===== src/verilog/rss_pkg.sv =====
// Constants shared by the rotate, subtract and skip execution block.
// Assumes a 32-bit AXI4-Lite register bus and one 20 MHz core clock.
package rss_pkg;
	// Register byte offsets
	localparam logic [7:0] OFF_CMD    = 8'h00;
	localparam logic [7:0] OFF_WORK   = 8'h04;
	localparam logic [7:0] OFF_FLAGS  = 8'h08;
	localparam logic [7:0] OFF_MADDR  = 8'h0C;
	localparam logic [7:0] OFF_MDATA  = 8'h10;
	localparam logic [7:0] OFF_STATUS = 8'h14;
	// Register selector codes
	localparam logic [2:0] SEL_CMD    = 3'h0;
	localparam logic [2:0] SEL_WORK   = 3'h1;
	localparam logic [2:0] SEL_FLAGS  = 3'h2;
	localparam logic [2:0] SEL_MADDR  = 3'h3;
	localparam logic [2:0] SEL_MDATA  = 3'h4;
	localparam logic [2:0] SEL_STATUS = 3'h5;
	localparam logic [2:0] SEL_NONE   = 3'h7;
	// Field positions
	localparam int FLAG_BORROW  = 0;
	localparam int FLAG_NIBBLE  = 1;
	localparam int FLAG_NULL    = 2;
	localparam int FLAG_EXCESS  = 3;
	localparam int STAT_BUSY    = 0;
	localparam int STAT_SKIP    = 1;
	localparam int STAT_CNT_LSB = 8;
	localparam int CMD_ADDR_LSB = 8;
	// Instruction codes
	localparam logic [2:0] OP_ROTATE_RIGHT_THROUGH_FLAG_TO_WORKING = 3'h0;
	localparam logic [2:0] OP_SUBTRACT_WITH_BORROW                 = 3'h1;
	localparam logic [2:0] OP_SUBTRACT_WITH_BORROW_TO_MEMORY       = 3'h2;
	localparam logic [2:0] OP_DECREMENT_SKIP_IF_NULL               = 3'h3;
	localparam logic [2:0] OP_DECREMENT_SKIP_IF_NULL_TO_WORKING    = 3'h4;
	// Reset values and bus response codes
	localparam logic [7:0] WORK_RESET  = 8'h00;
	localparam logic [3:0] FLAGS_RESET = 4'h0;
	localparam logic [1:0] RESP_OKAY   = 2'h0;
	localparam logic [1:0] RESP_SLVERR = 2'h2;
	// Execution states
	typedef enum logic [1:0] {
		RSS_IDLE  = 2'b00,
		RSS_EXEC  = 2'b01,
		RSS_DUMMY = 2'b10
	} rss_state_e;
endpackage


===== src/verilog/rss_alu.sv =====
// Combinational datapath for the rotate, subtract and skip instructions.
// Assumes operands are stable for the whole execute cycle.
module rss_alu (
	input  wire logic [2:0] op,
	input  wire logic [7:0] work,
	input  wire logic [7:0] operand,
	input  wire logic       borrow_in,
	output logic      [7:0] result,
	output logic            borrow_out,
	output logic            nibble_out,
	output logic            excess_out,
	output logic            null_out,
	output logic            wr_work,
	output logic            wr_mem,
	output logic            upd_arith,
	output logic            upd_borrow,
	output logic            two_cycle,
	output logic            skip
);
	logic [8:0] diff;
	logic [4:0] ndiff;
	logic [7:0] dec;
	logic       is_rot;
	logic       is_sub;
	logic       is_dec;

	// Opcode classes
	assign is_rot = op == rss_pkg::OP_ROTATE_RIGHT_THROUGH_FLAG_TO_WORKING;
	assign is_sub = op == rss_pkg::OP_SUBTRACT_WITH_BORROW
		|| op == rss_pkg::OP_SUBTRACT_WITH_BORROW_TO_MEMORY;
	assign is_dec = op == rss_pkg::OP_DECREMENT_SKIP_IF_NULL
		|| op == rss_pkg::OP_DECREMENT_SKIP_IF_NULL_TO_WORKING;

	// Subtract, borrow-in is the inverse of the carry
	assign diff  = {1'b0, work} - {1'b0, operand} - {8'h00, !borrow_in};
	assign ndiff = {1'b0, work[3:0]} - {1'b0, operand[3:0]}
		- {4'h0, !borrow_in};
	assign dec   = operand - 8'h01;

	// Result and flags
	assign result     = is_rot ? {borrow_in, operand[7:1]}
		: (is_sub ? diff[7:0] : dec);
	assign borrow_out = is_rot ? operand[0] : !diff[8];
	assign nibble_out = !ndiff[4];
	assign null_out   = diff[7:0] == 8'h00;
	assign excess_out = (work[7] != operand[7]) && (diff[7] != work[7]);

	// Destinations and side effects
	assign wr_work    = is_rot || op == rss_pkg::OP_SUBTRACT_WITH_BORROW
		|| op == rss_pkg::OP_DECREMENT_SKIP_IF_NULL_TO_WORKING;
	assign wr_mem     = op == rss_pkg::OP_SUBTRACT_WITH_BORROW_TO_MEMORY
		|| op == rss_pkg::OP_DECREMENT_SKIP_IF_NULL;
	assign upd_arith  = is_sub;
	assign upd_borrow = is_rot || is_sub;
	assign two_cycle  = is_dec;
	assign skip       = is_dec && dec == 8'h00;
endmodule


===== src/verilog/rss_core.sv =====
// Execution block for rotate-through-carry, subtract-with-borrow and
// decrement-and-skip, with its working register, flags and data memory.
// Assumes an AXI4-Lite master on core_clk and a synchronous reset.
//
// Notes on behaviour
// - rotate right, old carry into bit seven
// - rotate writes working register, only carry changes
// - subtract operand and inverse carry from working
// - carry clear on negative, set otherwise
// - memory form subtracts alike, writes memory
// - decrement memory, skip next when zero
// - decrement-and-skip takes two cycles
// - working form: operand minus one into working
//
// The AXI4-Lite interface to the registers and the register offsets were chosen for this implementation.
module rss_core #(
	parameter int MEM_AW = 4
) (
	input  wire logic        core_clk,
	input  wire logic        reset,
	input  wire logic        clk_en,
	input  wire logic [7:0]  s_axi_awaddr,
	input  wire logic        s_axi_awvalid,
	output logic             s_axi_awready,
	input  wire logic [31:0] s_axi_wdata,
	input  wire logic [3:0]  s_axi_wstrb,
	input  wire logic        s_axi_wvalid,
	output logic             s_axi_wready,
	output logic [1:0]       s_axi_bresp,
	output logic             s_axi_bvalid,
	input  wire logic        s_axi_bready,
	input  wire logic [7:0]  s_axi_araddr,
	input  wire logic        s_axi_arvalid,
	output logic             s_axi_arready,
	output logic [31:0]      s_axi_rdata,
	output logic [1:0]       s_axi_rresp,
	output logic             s_axi_rvalid,
	input  wire logic        s_axi_rready,
	output logic             busy,
	output logic             skip_next
);
	localparam int DEPTH = 1 << MEM_AW;
	localparam int CMD_ADDR_MSB = rss_pkg::CMD_ADDR_LSB + MEM_AW - 1;

	rss_pkg::rss_state_e state_reg;
	rss_pkg::rss_state_e state_next;
	logic [7:0]        mem [DEPTH];
	logic [2:0]        cmd_op_reg;
	logic [MEM_AW-1:0] cmd_addr_reg;
	logic [MEM_AW-1:0] maddr_reg;
	logic [7:0]        working_register_reg;
	logic              borrow_inverse_bit_reg;
	logic              nibble_borrow_bit_reg;
	logic              result_null_flag_reg;
	logic              signed_excess_flag_reg;
	logic              skip_reg;
	logic [7:0]        skip_cnt_reg;
	logic              aw_held_reg;
	logic [7:0]        aw_addr_reg;
	logic              w_held_reg;
	logic [31:0]       w_data_reg;
	logic [3:0]        w_strb_reg;
	logic              bvalid_reg;
	logic [1:0]        bresp_reg;
	logic              rvalid_reg;
	logic [31:0]       rdata_reg;
	logic [1:0]        rresp_reg;

	// Register selector, shared by write and read decode
	function automatic logic [2:0] rss_sel(input logic [7:0] addr);
		if (addr == rss_pkg::OFF_CMD)
			return rss_pkg::SEL_CMD;
		else if (addr == rss_pkg::OFF_WORK)
			return rss_pkg::SEL_WORK;
		else if (addr == rss_pkg::OFF_FLAGS)
			return rss_pkg::SEL_FLAGS;
		else if (addr == rss_pkg::OFF_MADDR)
			return rss_pkg::SEL_MADDR;
		else if (addr == rss_pkg::OFF_MDATA)
			return rss_pkg::SEL_MDATA;
		else if (addr == rss_pkg::OFF_STATUS)
			return rss_pkg::SEL_STATUS;
		else
			return rss_pkg::SEL_NONE;
	endfunction

	// Datapath hookup
	logic [7:0] cur_operand;
	logic [7:0] alu_result;
	logic       alu_borrow;
	logic       alu_nibble;
	logic       alu_excess;
	logic       alu_null;
	logic       alu_wr_work;
	logic       alu_wr_mem;
	logic       alu_upd_arith;
	logic       alu_upd_borrow;
	logic       alu_two_cycle;
	logic       alu_skip;
	logic       exec_fire;
	logic [3:0] flags_vec;

	assign cur_operand = mem[cmd_addr_reg];
	assign exec_fire   = clk_en && state_reg == rss_pkg::RSS_EXEC;
	assign flags_vec   = {signed_excess_flag_reg, result_null_flag_reg,
		nibble_borrow_bit_reg, borrow_inverse_bit_reg};

	rss_alu u_alu (
		.op         (cmd_op_reg),
		.work       (working_register_reg),
		.operand    (cur_operand),
		.borrow_in  (borrow_inverse_bit_reg),
		.result     (alu_result),
		.borrow_out (alu_borrow),
		.nibble_out (alu_nibble),
		.excess_out (alu_excess),
		.null_out   (alu_null),
		.wr_work    (alu_wr_work),
		.wr_mem     (alu_wr_mem),
		.upd_arith  (alu_upd_arith),
		.upd_borrow (alu_upd_borrow),
		.two_cycle  (alu_two_cycle),
		.skip       (alu_skip)
	);

	// Bus handshakes, all gated by the clock enable
	logic       aw_fire;
	logic       w_fire;
	logic       ar_fire;
	logic       do_write;
	logic [2:0] wr_sel;
	logic [2:0] rd_sel;
	logic [31:0] rd_data;
	logic       start_cmd;

	assign s_axi_awready = clk_en && !aw_held_reg && !bvalid_reg;
	assign s_axi_wready  = clk_en && !w_held_reg && !bvalid_reg;
	assign s_axi_arready = clk_en && !rvalid_reg;
	assign aw_fire  = s_axi_awvalid && s_axi_awready;
	assign w_fire   = s_axi_wvalid && s_axi_wready;
	assign ar_fire  = s_axi_arvalid && s_axi_arready;
	assign do_write = clk_en && aw_held_reg && w_held_reg && !bvalid_reg
		&& state_reg == rss_pkg::RSS_IDLE;
	assign wr_sel   = rss_sel(aw_addr_reg);
	assign rd_sel   = rss_sel(s_axi_araddr);
	assign start_cmd = do_write && wr_sel == rss_pkg::SEL_CMD && w_strb_reg[0];

	// Read data multiplexer
	assign rd_data =
		rd_sel == rss_pkg::SEL_CMD ? {{(24 - MEM_AW){1'b0}},
			cmd_addr_reg, 5'h00, cmd_op_reg} :
		rd_sel == rss_pkg::SEL_WORK ? {24'h000000, working_register_reg} :
		rd_sel == rss_pkg::SEL_FLAGS ? {28'h0000000, flags_vec} :
		rd_sel == rss_pkg::SEL_MADDR ? {{(32 - MEM_AW){1'b0}}, maddr_reg} :
		rd_sel == rss_pkg::SEL_MDATA ? {24'h000000, mem[maddr_reg]} :
		rd_sel == rss_pkg::SEL_STATUS ? {16'h0000, skip_cnt_reg, 6'h00,
			skip_reg, busy} : 32'h00000000;

	// Write address and data holding
	always_ff @(posedge core_clk) begin
		if (reset) begin
			aw_held_reg <= 1'b0;
			w_held_reg  <= 1'b0;
		end else if (clk_en) begin
			aw_held_reg <= aw_fire || (aw_held_reg && !do_write);
			w_held_reg  <= w_fire || (w_held_reg && !do_write);
		end
	end

	always_ff @(posedge core_clk) begin
		if (aw_fire)
			aw_addr_reg <= s_axi_awaddr;
		if (w_fire) begin
			w_data_reg <= s_axi_wdata;
			w_strb_reg <= s_axi_wstrb;
		end
	end

	// Write and read responses
	always_ff @(posedge core_clk) begin
		if (reset) begin
			bvalid_reg <= 1'b0;
			bresp_reg  <= rss_pkg::RESP_OKAY;
			rvalid_reg <= 1'b0;
			rresp_reg  <= rss_pkg::RESP_OKAY;
			rdata_reg  <= 32'h00000000;
		end else if (clk_en) begin
			if (do_write) begin
				bvalid_reg <= 1'b1;
				bresp_reg  <= wr_sel == rss_pkg::SEL_NONE ?
					rss_pkg::RESP_SLVERR : rss_pkg::RESP_OKAY;
			end else if (s_axi_bready)
				bvalid_reg <= 1'b0;
			if (ar_fire) begin
				rvalid_reg <= 1'b1;
				rdata_reg  <= rd_data;
				rresp_reg  <= rd_sel == rss_pkg::SEL_NONE ?
					rss_pkg::RESP_SLVERR : rss_pkg::RESP_OKAY;
			end else if (s_axi_rready)
				rvalid_reg <= 1'b0;
		end
	end

	assign s_axi_bvalid = bvalid_reg;
	assign s_axi_bresp  = bresp_reg;
	assign s_axi_rvalid = rvalid_reg;
	assign s_axi_rdata  = rdata_reg;
	assign s_axi_rresp  = rresp_reg;

	// Sequencer: idle, execute, then a dummy slot for skip instructions
	always_comb begin
		state_next = state_reg;
		case (state_reg)
			rss_pkg::RSS_IDLE:
				if (start_cmd)
					state_next = rss_pkg::RSS_EXEC;
			rss_pkg::RSS_EXEC:
				state_next = alu_two_cycle ? rss_pkg::RSS_DUMMY
					: rss_pkg::RSS_IDLE;
			default:
				state_next = rss_pkg::RSS_IDLE;
		endcase
	end

	always_ff @(posedge core_clk) begin
		if (reset)
			state_reg <= rss_pkg::RSS_IDLE;
		else if (clk_en)
			state_reg <= state_next;
	end

	assign busy      = state_reg != rss_pkg::RSS_IDLE;
	assign skip_next = skip_reg;

	// Command, pointer and skip bookkeeping
	always_ff @(posedge core_clk) begin
		if (reset) begin
			cmd_op_reg   <= 3'h0;
			cmd_addr_reg <= '0;
			maddr_reg    <= '0;
			skip_reg     <= 1'b0;
			skip_cnt_reg <= 8'h00;
		end else if (clk_en) begin
			if (start_cmd) begin
				cmd_op_reg <= w_data_reg[2:0];
				if (w_strb_reg[1])
					cmd_addr_reg <= w_data_reg[CMD_ADDR_MSB:
						rss_pkg::CMD_ADDR_LSB];
			end
			if (do_write && wr_sel == rss_pkg::SEL_MADDR && w_strb_reg[0])
				maddr_reg <= w_data_reg[MEM_AW-1:0];
			skip_reg <= exec_fire && alu_skip;
			if (exec_fire && alu_skip)
				skip_cnt_reg <= skip_cnt_reg + 8'h01;
		end
	end

	// Working register and flags: bus writes or instruction results
	always_ff @(posedge core_clk) begin
		if (reset) begin
			working_register_reg <= rss_pkg::WORK_RESET;
			{signed_excess_flag_reg, result_null_flag_reg,
				nibble_borrow_bit_reg, borrow_inverse_bit_reg}
				<= rss_pkg::FLAGS_RESET;
		end else if (clk_en) begin
			if (do_write && w_strb_reg[0]) begin
				if (wr_sel == rss_pkg::SEL_WORK)
					working_register_reg <= w_data_reg[7:0];
				if (wr_sel == rss_pkg::SEL_FLAGS)
					{signed_excess_flag_reg, result_null_flag_reg,
						nibble_borrow_bit_reg, borrow_inverse_bit_reg}
						<= w_data_reg[3:0];
			end
			if (exec_fire && alu_wr_work)
				working_register_reg <= alu_result;
			if (exec_fire && alu_upd_borrow)
				borrow_inverse_bit_reg <= alu_borrow;
			if (exec_fire && alu_upd_arith) begin
				nibble_borrow_bit_reg  <= alu_nibble;
				result_null_flag_reg   <= alu_null;
				signed_excess_flag_reg <= alu_excess;
			end
		end
	end

	// Data memory
	always_ff @(posedge core_clk) begin
		if (clk_en) begin
			if (do_write && wr_sel == rss_pkg::SEL_MDATA && w_strb_reg[0])
				mem[maddr_reg] <= w_data_reg[7:0];
			if (exec_fire && alu_wr_mem)
				mem[cmd_addr_reg] <= alu_result;
		end
	end

	// Checks on instruction results
	logic [6:0] opd_upper;
	logic       opd_lsb;
	logic       is_rot_cmd;
	logic       is_dec_cmd;
	assign opd_upper  = cur_operand[7:1];
	assign opd_lsb    = cur_operand[0];
	assign is_rot_cmd = cmd_op_reg
		== rss_pkg::OP_ROTATE_RIGHT_THROUGH_FLAG_TO_WORKING;
	assign is_dec_cmd = alu_two_cycle;
endmodule


===== config.mk =====
export PLATFORM = sky130hd
export DESIGN_NAME = rss_core
export DESIGN_NICKNAME = d
export VERILOG_FILES = /design/src/verilog/rss_pkg.sv /design/src/verilog/rss_alu.sv /design/src/verilog/rss_core.sv
export SDC_FILE = /design/constraint.sdc
export NUM_CORES = 1
export LEC_CHECK = 0
export BUFFER_PORTS_ARGS = -buffer_cell sky130_fd_sc_hd__buf_2
export CAP_MARGIN = 20
export CORE_ASPECT_RATIO = 1.1
export CORE_MARGIN = 5
export CORE_UTILIZATION = 50
export CTS_CLUSTER_SIZE = 10
export DETAILED_ROUTE_END_ITERATION = 8
export GPL_TIMING_DRIVEN = 0
export PLACE_DENSITY = 0.68
export SLEW_MARGIN = 20
export SYNTH_ARGS = -nofsm -noshare
export SYNTH_HDL_FRONTEND = slang
export SYNTH_SLANG_ARGS = --single-unit

===== constraint.sdc =====
create_clock -name core_clk -period 5.1 [get_ports core_clk]
set_clock_uncertainty 0.05 [all_clocks]
set_input_delay 0.255 -clock core_clk [delete_from_list [all_inputs] [get_ports core_clk]]
set_output_delay 0.255 -clock core_clk [all_outputs]
set_load 0.005 [all_outputs]

# Word-level counts from Yosys, hierarchy flattened
# Memories as Yosys holds them, arrays and structs flattened. A register that Yosys moved wholly into a read port is not among the register bits.
# Index checks and enable logic that the tools add are counted.
# totals
ff_bits,96
ram_bits,128
in_bits,60
out_inout_bits,43
memories,1
# classes
n_addsub,6
eq_ne,29
n_mux,58
n_reduce_logical,75
# mem_list
name,words,width,read_ports,rd_ports_with_merged_regs,wr,line_no,text
mem,16,8,2,2,1,rss_core.sv:47,logic [7:0] mem [DEPTH];
# op_table
op,n
two-way mux 16 bit,6
two-way mux 8 bit,6
equality test 8 x 4 -> 1 bit (second input constant),4
equality test 8 x 5 -> 1 bit (second input constant),4
logical NOT 8 bit,4
logical AND 1 bit,29
two-way mux 1 bit,24
two-way mux 3 bit,8
two-way mux 4 bit,5
equality test 3 x 2 -> 1 bit (second input constant),6
equality test 3 bit (second input constant),6
nonzero test 2 bit,9
equality test 8 x 3 -> 1 bit (second input constant),2
two-way mux 2 bit,8
AND reduction 2 bit,8
AND reduction 3 bit,4
equality test 3 x 1 -> 1 bit (second input constant),3
logical NOT 3 bit,3
subtractor 8 x 8 -> 9 bit,1
subtractor 9 x 1 -> 9 bit,1
adder 8 x 1 -> 8 bit (second input constant),1
logical NOT 1 bit,8
logical OR 1 bit,8
OR reduction 8 bit,1
other kinds (8),9

# Depth between registers and ports, before layout
# Gate-level depths: netlist (run 1).
# logic_depth
depth_word,14
depth_mapped,19
depth_no_buf,16

# Hierarchy
# A second synthesis (run 1) with hierarchy kept.
# hier_totals
cells_unflattened,777
area_unflattened_um2,10659.0
# by_module_without_submodules
module,n_inst,cells_each,area_each_um2
rss_core,1,642,9714.3
rss_alu,1,135,944.7

# Worst setup path before layout (run 1)
# No wires, ideal clock.
# synth_timing
path_type,register to register
startpoint,register with a tool-made name
endpoint,memory mem[0][7] (data pin)
setup_ps,302
t_arrival_ps,4364
t_required_ps,4748
slack_ps,383
path_stages_with_launch,14
period_less_slack_ps,4717
path_cell_list,dfxtp_1 > buf_4 > buf_2 > mux4_2 > mux4_2 > ha_1 > inv_1 > ha_1 > or4b_2 > o211ai_1 > or3_1 > mux2i_1 > or3_1 > a31oi_1
# synth_lines
element,line_no
to (decl),rss_core.sv:47

==> results of run 1 <==
[cells by family (layout without fill, tap and decap cells)]
family / after synthesis / count (layout) / synth area share
muxes: 100 / 100 / 0.1853
and+or+nand+nor: 240 / 240 / 0.1080
adders and majority gates: 19 / 19 / 0.02392
DFF: 214 / 214 / 0.5476
other: 1 / 18 / 0.0003549
AOI/OAI and AO/OA: 124 / 124 / 0.07828
buffers and inverters: 99 / 222 / 0.04406
xor gates and xnor gates: 15 / 15 / 0.01243
[power by group]
group | total (mW) | leakage (nW) | switching [mW] | internal, mW
clock network | 1.53 | 0.326 | 0.641 | 0.893
logic | 0.108 | 2.03 | 0.0605 | 0.0475
registers | 1.88 | 1.87 | 0.00897 | 1.87
[final cells by class]
class,instances,area (sq um),share of cell area
flip-flops and latches,214,5786,0.4711
multi-input cells,516,4423,0.3601
clock buffers,37,670.6,0.05460
repair buffers,87,570.5,0.04645
well taps,285,356.6,0.02903
plain buffers,54,309.0,0.02516
inverters,43,161.4,0.01314
clock inverters,1,5.005,0.0004075
[timing repair]
item                                    4_1_cts  5_1_grt
resized for setup                             3        6
endpoints found under the hold margin        24        0
hold buffers                                 24        0
buffers inserted                              1        0
endpoints found under the setup margin       48       49
pin swaps                                     1        0
[Yosys cell counts (4+ instances only)]
cell type / instances
xnor2_1: 10
nand4_1: 5
nor2_1: 87
a31oi_1: 9
nor3_1: 15
a21oi_1: 40
buf_1: 5
nor3b_1: 9
a221oi_1: 6
nand3_1: 11
o21ai_0: 20
edfxtp_1: 150
a2111oi_0: 5
and2_1: 7
a22oi_1: 12
or2_2: 4
nand2b_1: 4
mux4_2: 71
inv_1: 43
ha_1: 17
mux4_1: 4
nand2_1: 64
clkbuf_1: 24
mux2i_1: 22
or3_1: 8
buf_2: 6
buf_4: 19
xor2_1: 5
nand4b_1: 4
dfxtp_1: 64
and3_1: 6
a211oi_1: 8
[stage by stage]
stage / hold WS, ps / setup slack (ps)
after floorplan: 303.9 / 383.2
final: 29.54 / 228.4
after global placement: 383.0 / -822.2
after global routing: 61.43 / 0.9654
after CTS: 19.51 / 21.01
after detailed placement: 383.4 / -566.2
[critical path, delay by kind of cell, from the launching register on]
family	cells	cell delay, ps
adders and majority gates	2	660
DFF	1	360
and+or+nand+nor	3	820
buffers and inverters	5	860
muxes	2	530
AOI/OAI and AO/OA	7	1300
[per-layer routing]
layer | wire length (um) | up-vias
li1 | - | 3330
met1 | 10780 | 3637
met2 | 13270 | 290
met3 | 1989 | 56
met4 | 910 | 0
met5 | 0 | -
[path summary, 6_finish.rpt]
kind,startpoint,end,slack [ps],cells past startpoint
worst max-delay path,register,mem[12][7],230,19
worst min-delay path,s_axi_rready,s_axi_rvalid,30,4
worst max register to register,register,mem[12][7],230,19
worst min register to register,s_axi_rdata[3],s_axi_rdata[3],400,2
==> impl_results.md, run 1 <==
- Die Width: 148.6 um
- Met1 Resource Use GR: 0.2907
- Worst path arrival time: 5090 ps
- Setup violators final: 0
- Post-synthesis register bit count: 214
- Sequential cell area fraction in the yosys report: 0.5476
- Slowest stage delay, CP: 500 ps
- Clock tree buffer depth: 3
- Largest net degree at the start of global routing: 20
- GP Congestion: 0.9323
- IO Count: 103
- GRT Overall Usage: 0.2218
- Mean area per synthesized cell: 13.01 sq um
- Via density: 5.912
- Max_cap viols: 0
- CTS tree: built
- Setup TNS: 0 ps
- FFs w/ async S/R, synth: 0
- Yosys top cell by area: edfxtp_1
- Mapped Cells: 812
- Max FO, Critical Path: 19
- Fill count: 1656
- Layout cells sized above 1: 0.2143
- Outcome: finished, final reports clean
- Dpl hpwl: 19.39 mm
- Gr busiest metal: met2
- Area Overhead vs Synth: 16.25%
- Initial antenna violation count: 0
- Clk_lat worst skew: 520 ps
- Antenna Violating Nets Remaining: 0
- Fin area: 12280 sq um
- Dpl cell area: 11310 sq um
- Worst Setup Path Type: reg -> reg
- Final design utilization: 0.5929
- # DRC: 0
- Max reg flops: 128
- Clock transition at path regs: 50 ps
- FMAX: 0.2053 GHz
- Die Area: 24140 sq um
- N_diodes: 0
- Port bufs: 62
- Row cnt: 55
- Crit path cell chain: buf_6 -> buf_4 -> mux4_2 -> o21ai_0 -> o21ai_0 -> nand2_1 -> inv_1 -> fa_1 -> inv_1 -> ha_1 -> o21ai_0 -> a31oi_1 -> o21ai_0 -> a211oi_1 -> or3_1 -> mux2i_1 -> or3_1 -> a31oi_4 -> buf_12
- Crit end category: register
- GR Util met2: 0.3715
- Final Max Tran Viols: 0
- Wire per inst: 21.78 um
- Worst EP required: 5310 ps
- Worst vdd ir: 0.2530 mV
- Count of cell types in the netlist: 60
- Area of the core: 20710 sq um
- Final WL: 26.94 mm
- Power Total: 3.520 mW
- Pwr per Cell Area: 286.6 nW/um^2
- Post-synth top area share: 0.4263
- Root Buffer: clkbuf_16
- Cell mode on critical path: o21ai_0
- Startpoint types: register
- Synth top area cells: edfxtp_1 43%, mux4_2 15%, dfxtp_1 12%
- Fin crit period: 4872 ps
- Fin cells: 1237
- Nets: 1020
- Vias in the first global route: 7096
- TritonCTS buffer count: 25
- First-pass GRT wire length: 40.94 mm
- Final Hold Vio Count: 0
- Yosys warning total: 0
- Commonest non-fill, non-tap cell in the layout: edfxtp_1
- Synthesized area: 10570 sq um
- CTS Sinks: 214
- P_leak: 4.226 nW
- Total grt overflow: 0
- Placed Cells incl. Taps: 1176
- Worst Tran Pin Value: 1081 ps
- Unrepaired setup endpoints after global routing: false
- Commonest non-fill, non-tap cells in the layout: 150 x edfxtp_1, 87 x nor2_1, 71 x mux4_2
- H-tree levels: 1
- Crit-path slowest cell: fa_1
- Fin crit share: 0.9552
- Initial Util: 0.5101
- Global Route met3 Usage: 0.04147
- EDFF count, synth: 150
- Max-slew headroom: 0.2768
- Routed vias: 7313
- First DRT Iteration DRCs: 660
- Main flop type after synthesis: edfxtp_1
- Die Ht: 162.5 um
- Worst min-delay path class: in -> reg
- Length of the first detailed-routing pass in iterations: 5
No activity file was read; power rests on OpenSTA's default activity.
==> run 2: changes to the inputs <==
REMOVE_ABC_BUFFERS = 1   (was unset)
==> run 2 against run 1 <==
Setup slack gained 170 ps. Register-to-register slack gained 170 ps. Core utilization shrank 0.50 points. Largest cell class unchanged.
==> impl_results.md, run 2 (synthesis results as in run 1) <==
- Final Max Tran Viols: 0
- Fin crit share: 0.9223
- Startpoint types: register
- Unrepaired setup endpoints after global routing: false
- Layout cells sized above 1: 0.2134
- # DRC: 0
- Fin area: 12180 sq um
- Placed Cells incl. Taps: 1123
- Largest net degree at the start of global routing: 58
- IO Count: 103
- TritonCTS buffer count: 26
- Worst path arrival time: 5010 ps
- Via density: 5.902
- GP Congestion: 0.8685
- Clock transition at path regs: 60 ps
- Row cnt: 55
- Commonest non-fill, non-tap cell in the layout: edfxtp_1
- Antenna Violating Nets Remaining: 0
- Combinational share of power: 0.025
- First DRT Iteration DRCs: 795
- CTS Sinks: 214
- Clk_lat worst skew: 520 ps
- H-tree levels: 1
- Pwr per Cell Area: 301.6 nW/um^2
- Die Area: 24140 sq um
- P_leak: 4.134 nW
- Final design utilization: 0.5879
- GRT Overall Usage: 0.2127
- Worst Tran Pin Value: 1095 ps
- Max FO, Critical Path: 19
- Area Overhead vs Synth: 15.26%
- Outcome: finished, final reports clean
- Final Hold Vio Count: 0
- Vias in the first global route: 6935
- Length of the first detailed-routing pass in iterations: 5
- Commonest non-fill, non-tap cells in the layout: 150 x edfxtp_1, 86 x nor2_1, 71 x mux4_2
- Area of the core: 20710 sq um
- Worst vdd ir: 0.2395 mV
- Initial Util: 0.5101
- CTS tree: built
- Internal Pwr Total: 2.942 mW
- Reported net switching power: 0.7311 mW
- Max reg flops: 128
- Worst EP required: 5410 ps
- Fin cells: 1194
- Die Width: 148.6 um
- Worst Hold Slack: 55.33 ps
- Fin crit period: 4704 ps
- Clock tree buffer depth: 3
- Max_cap viols: 0
- Max-slew headroom: 0.2672
- Worst min-delay path class: in -> reg
- N_diodes: 0
- Wire per inst: 21.54 um
- Dpl cell area: 11090 sq um
- Sw Ratio: 0.1991
- Root Buffer: clkbuf_16
- Die Ht: 162.5 um
- Dpl hpwl: 17.30 mm
- Routed vias: 7047
- Total grt overflow: 0
- Initial antenna violation count: 0
- Port bufs: 62
- Clock power frac: 0.464
- First-pass GRT wire length: 39.61 mm
- FMAX: 0.2126 GHz
- Worst Setup Path Type: reg -> reg
- Nets: 970
- Final WL: 25.72 mm
- Crit end category: register
- Setup violators final: 0
- Sequential share of power: 0.511
## run 2: layout make-up
type	count	area [sq um]
fillers	1648	8536
inverters	43	161.4
well taps	285	356.6
clock inverters	1	7.507
clock buffers	45	785.8
repair buffers	90	638.1
flip-flops and latches	214	5797
multi-input cells	516	4432
## run 2: worst paths after layout
kind / start / endpoint / slack, ps / cells past startpoint
max: register / mem[11][7] / 400 / 13
min: clk_en / s_axi_bvalid / 60 / 4
max reg2reg: register / mem[11][7] / 400 / 13
min reg2reg: s_axi_rdata[14] / s_axi_rdata[14] / 400 / 2
## run 2: repair_timing
action                     4_1_cts  5_1_grt
hold endpoints to repair        24        0
setup endpoints to repair       16       33
pin swaps                        0        1
hold buffers                    24        0
resized for setup                2        2
buffers inserted                 0        1
## run 2: per-layer routing
metal / routed length (um) / GRT usage / vias to the layer above
li1: - / - / 3238
met1: 10160 / 0.2761 / 3467
met2: 13130 / 0.3750 / 296
met3: 1884 / 0.03646 / 46
met4: 554 / 0.04998 / 0
met5: 0 / 0 / -
## run 2: worst max-delay path, cell delays in order, from the launching register on
cell and delay, ps:
dfxtp_4 490, buf_12 240, mux4_2 540, mux4_2 620
ha_1 330, inv_1 40, ha_1 320, or4b_2 640
o211ai_1 150, or3_1 200, mux2i_1 90, or3_1 400
a31oi_4 230, buf_12 160
## run 2: power groups by stage
stage          sequential, mW  combinational (mW)  clock, mW
4_1_cts                  1.88              0.0894       1.72
5_1_grt                  1.88               0.102       1.81
3_3_place_gp             1.91              0.0732          0
6_report                 1.88              0.0929       1.70
3_5_place_dp             1.91              0.0749          0
2_1_floorplan            1.91              0.0323          0
## run 2: per-stage QoR
step | setup TNS, ps | power (mW) | setup slack, ps
2_1_floorplan | -3636 | 1.943 | -227.3
3_3_place_gp | -122200 | 1.987 | -1741
3_5_place_dp | -2319 | 1.988 | -145.3
4_1_cts | 0 | 3.690 | 109.1
5_1_grt | 0 | 3.789 | 82.77
6_report | 0 | 3.673 | 396.4
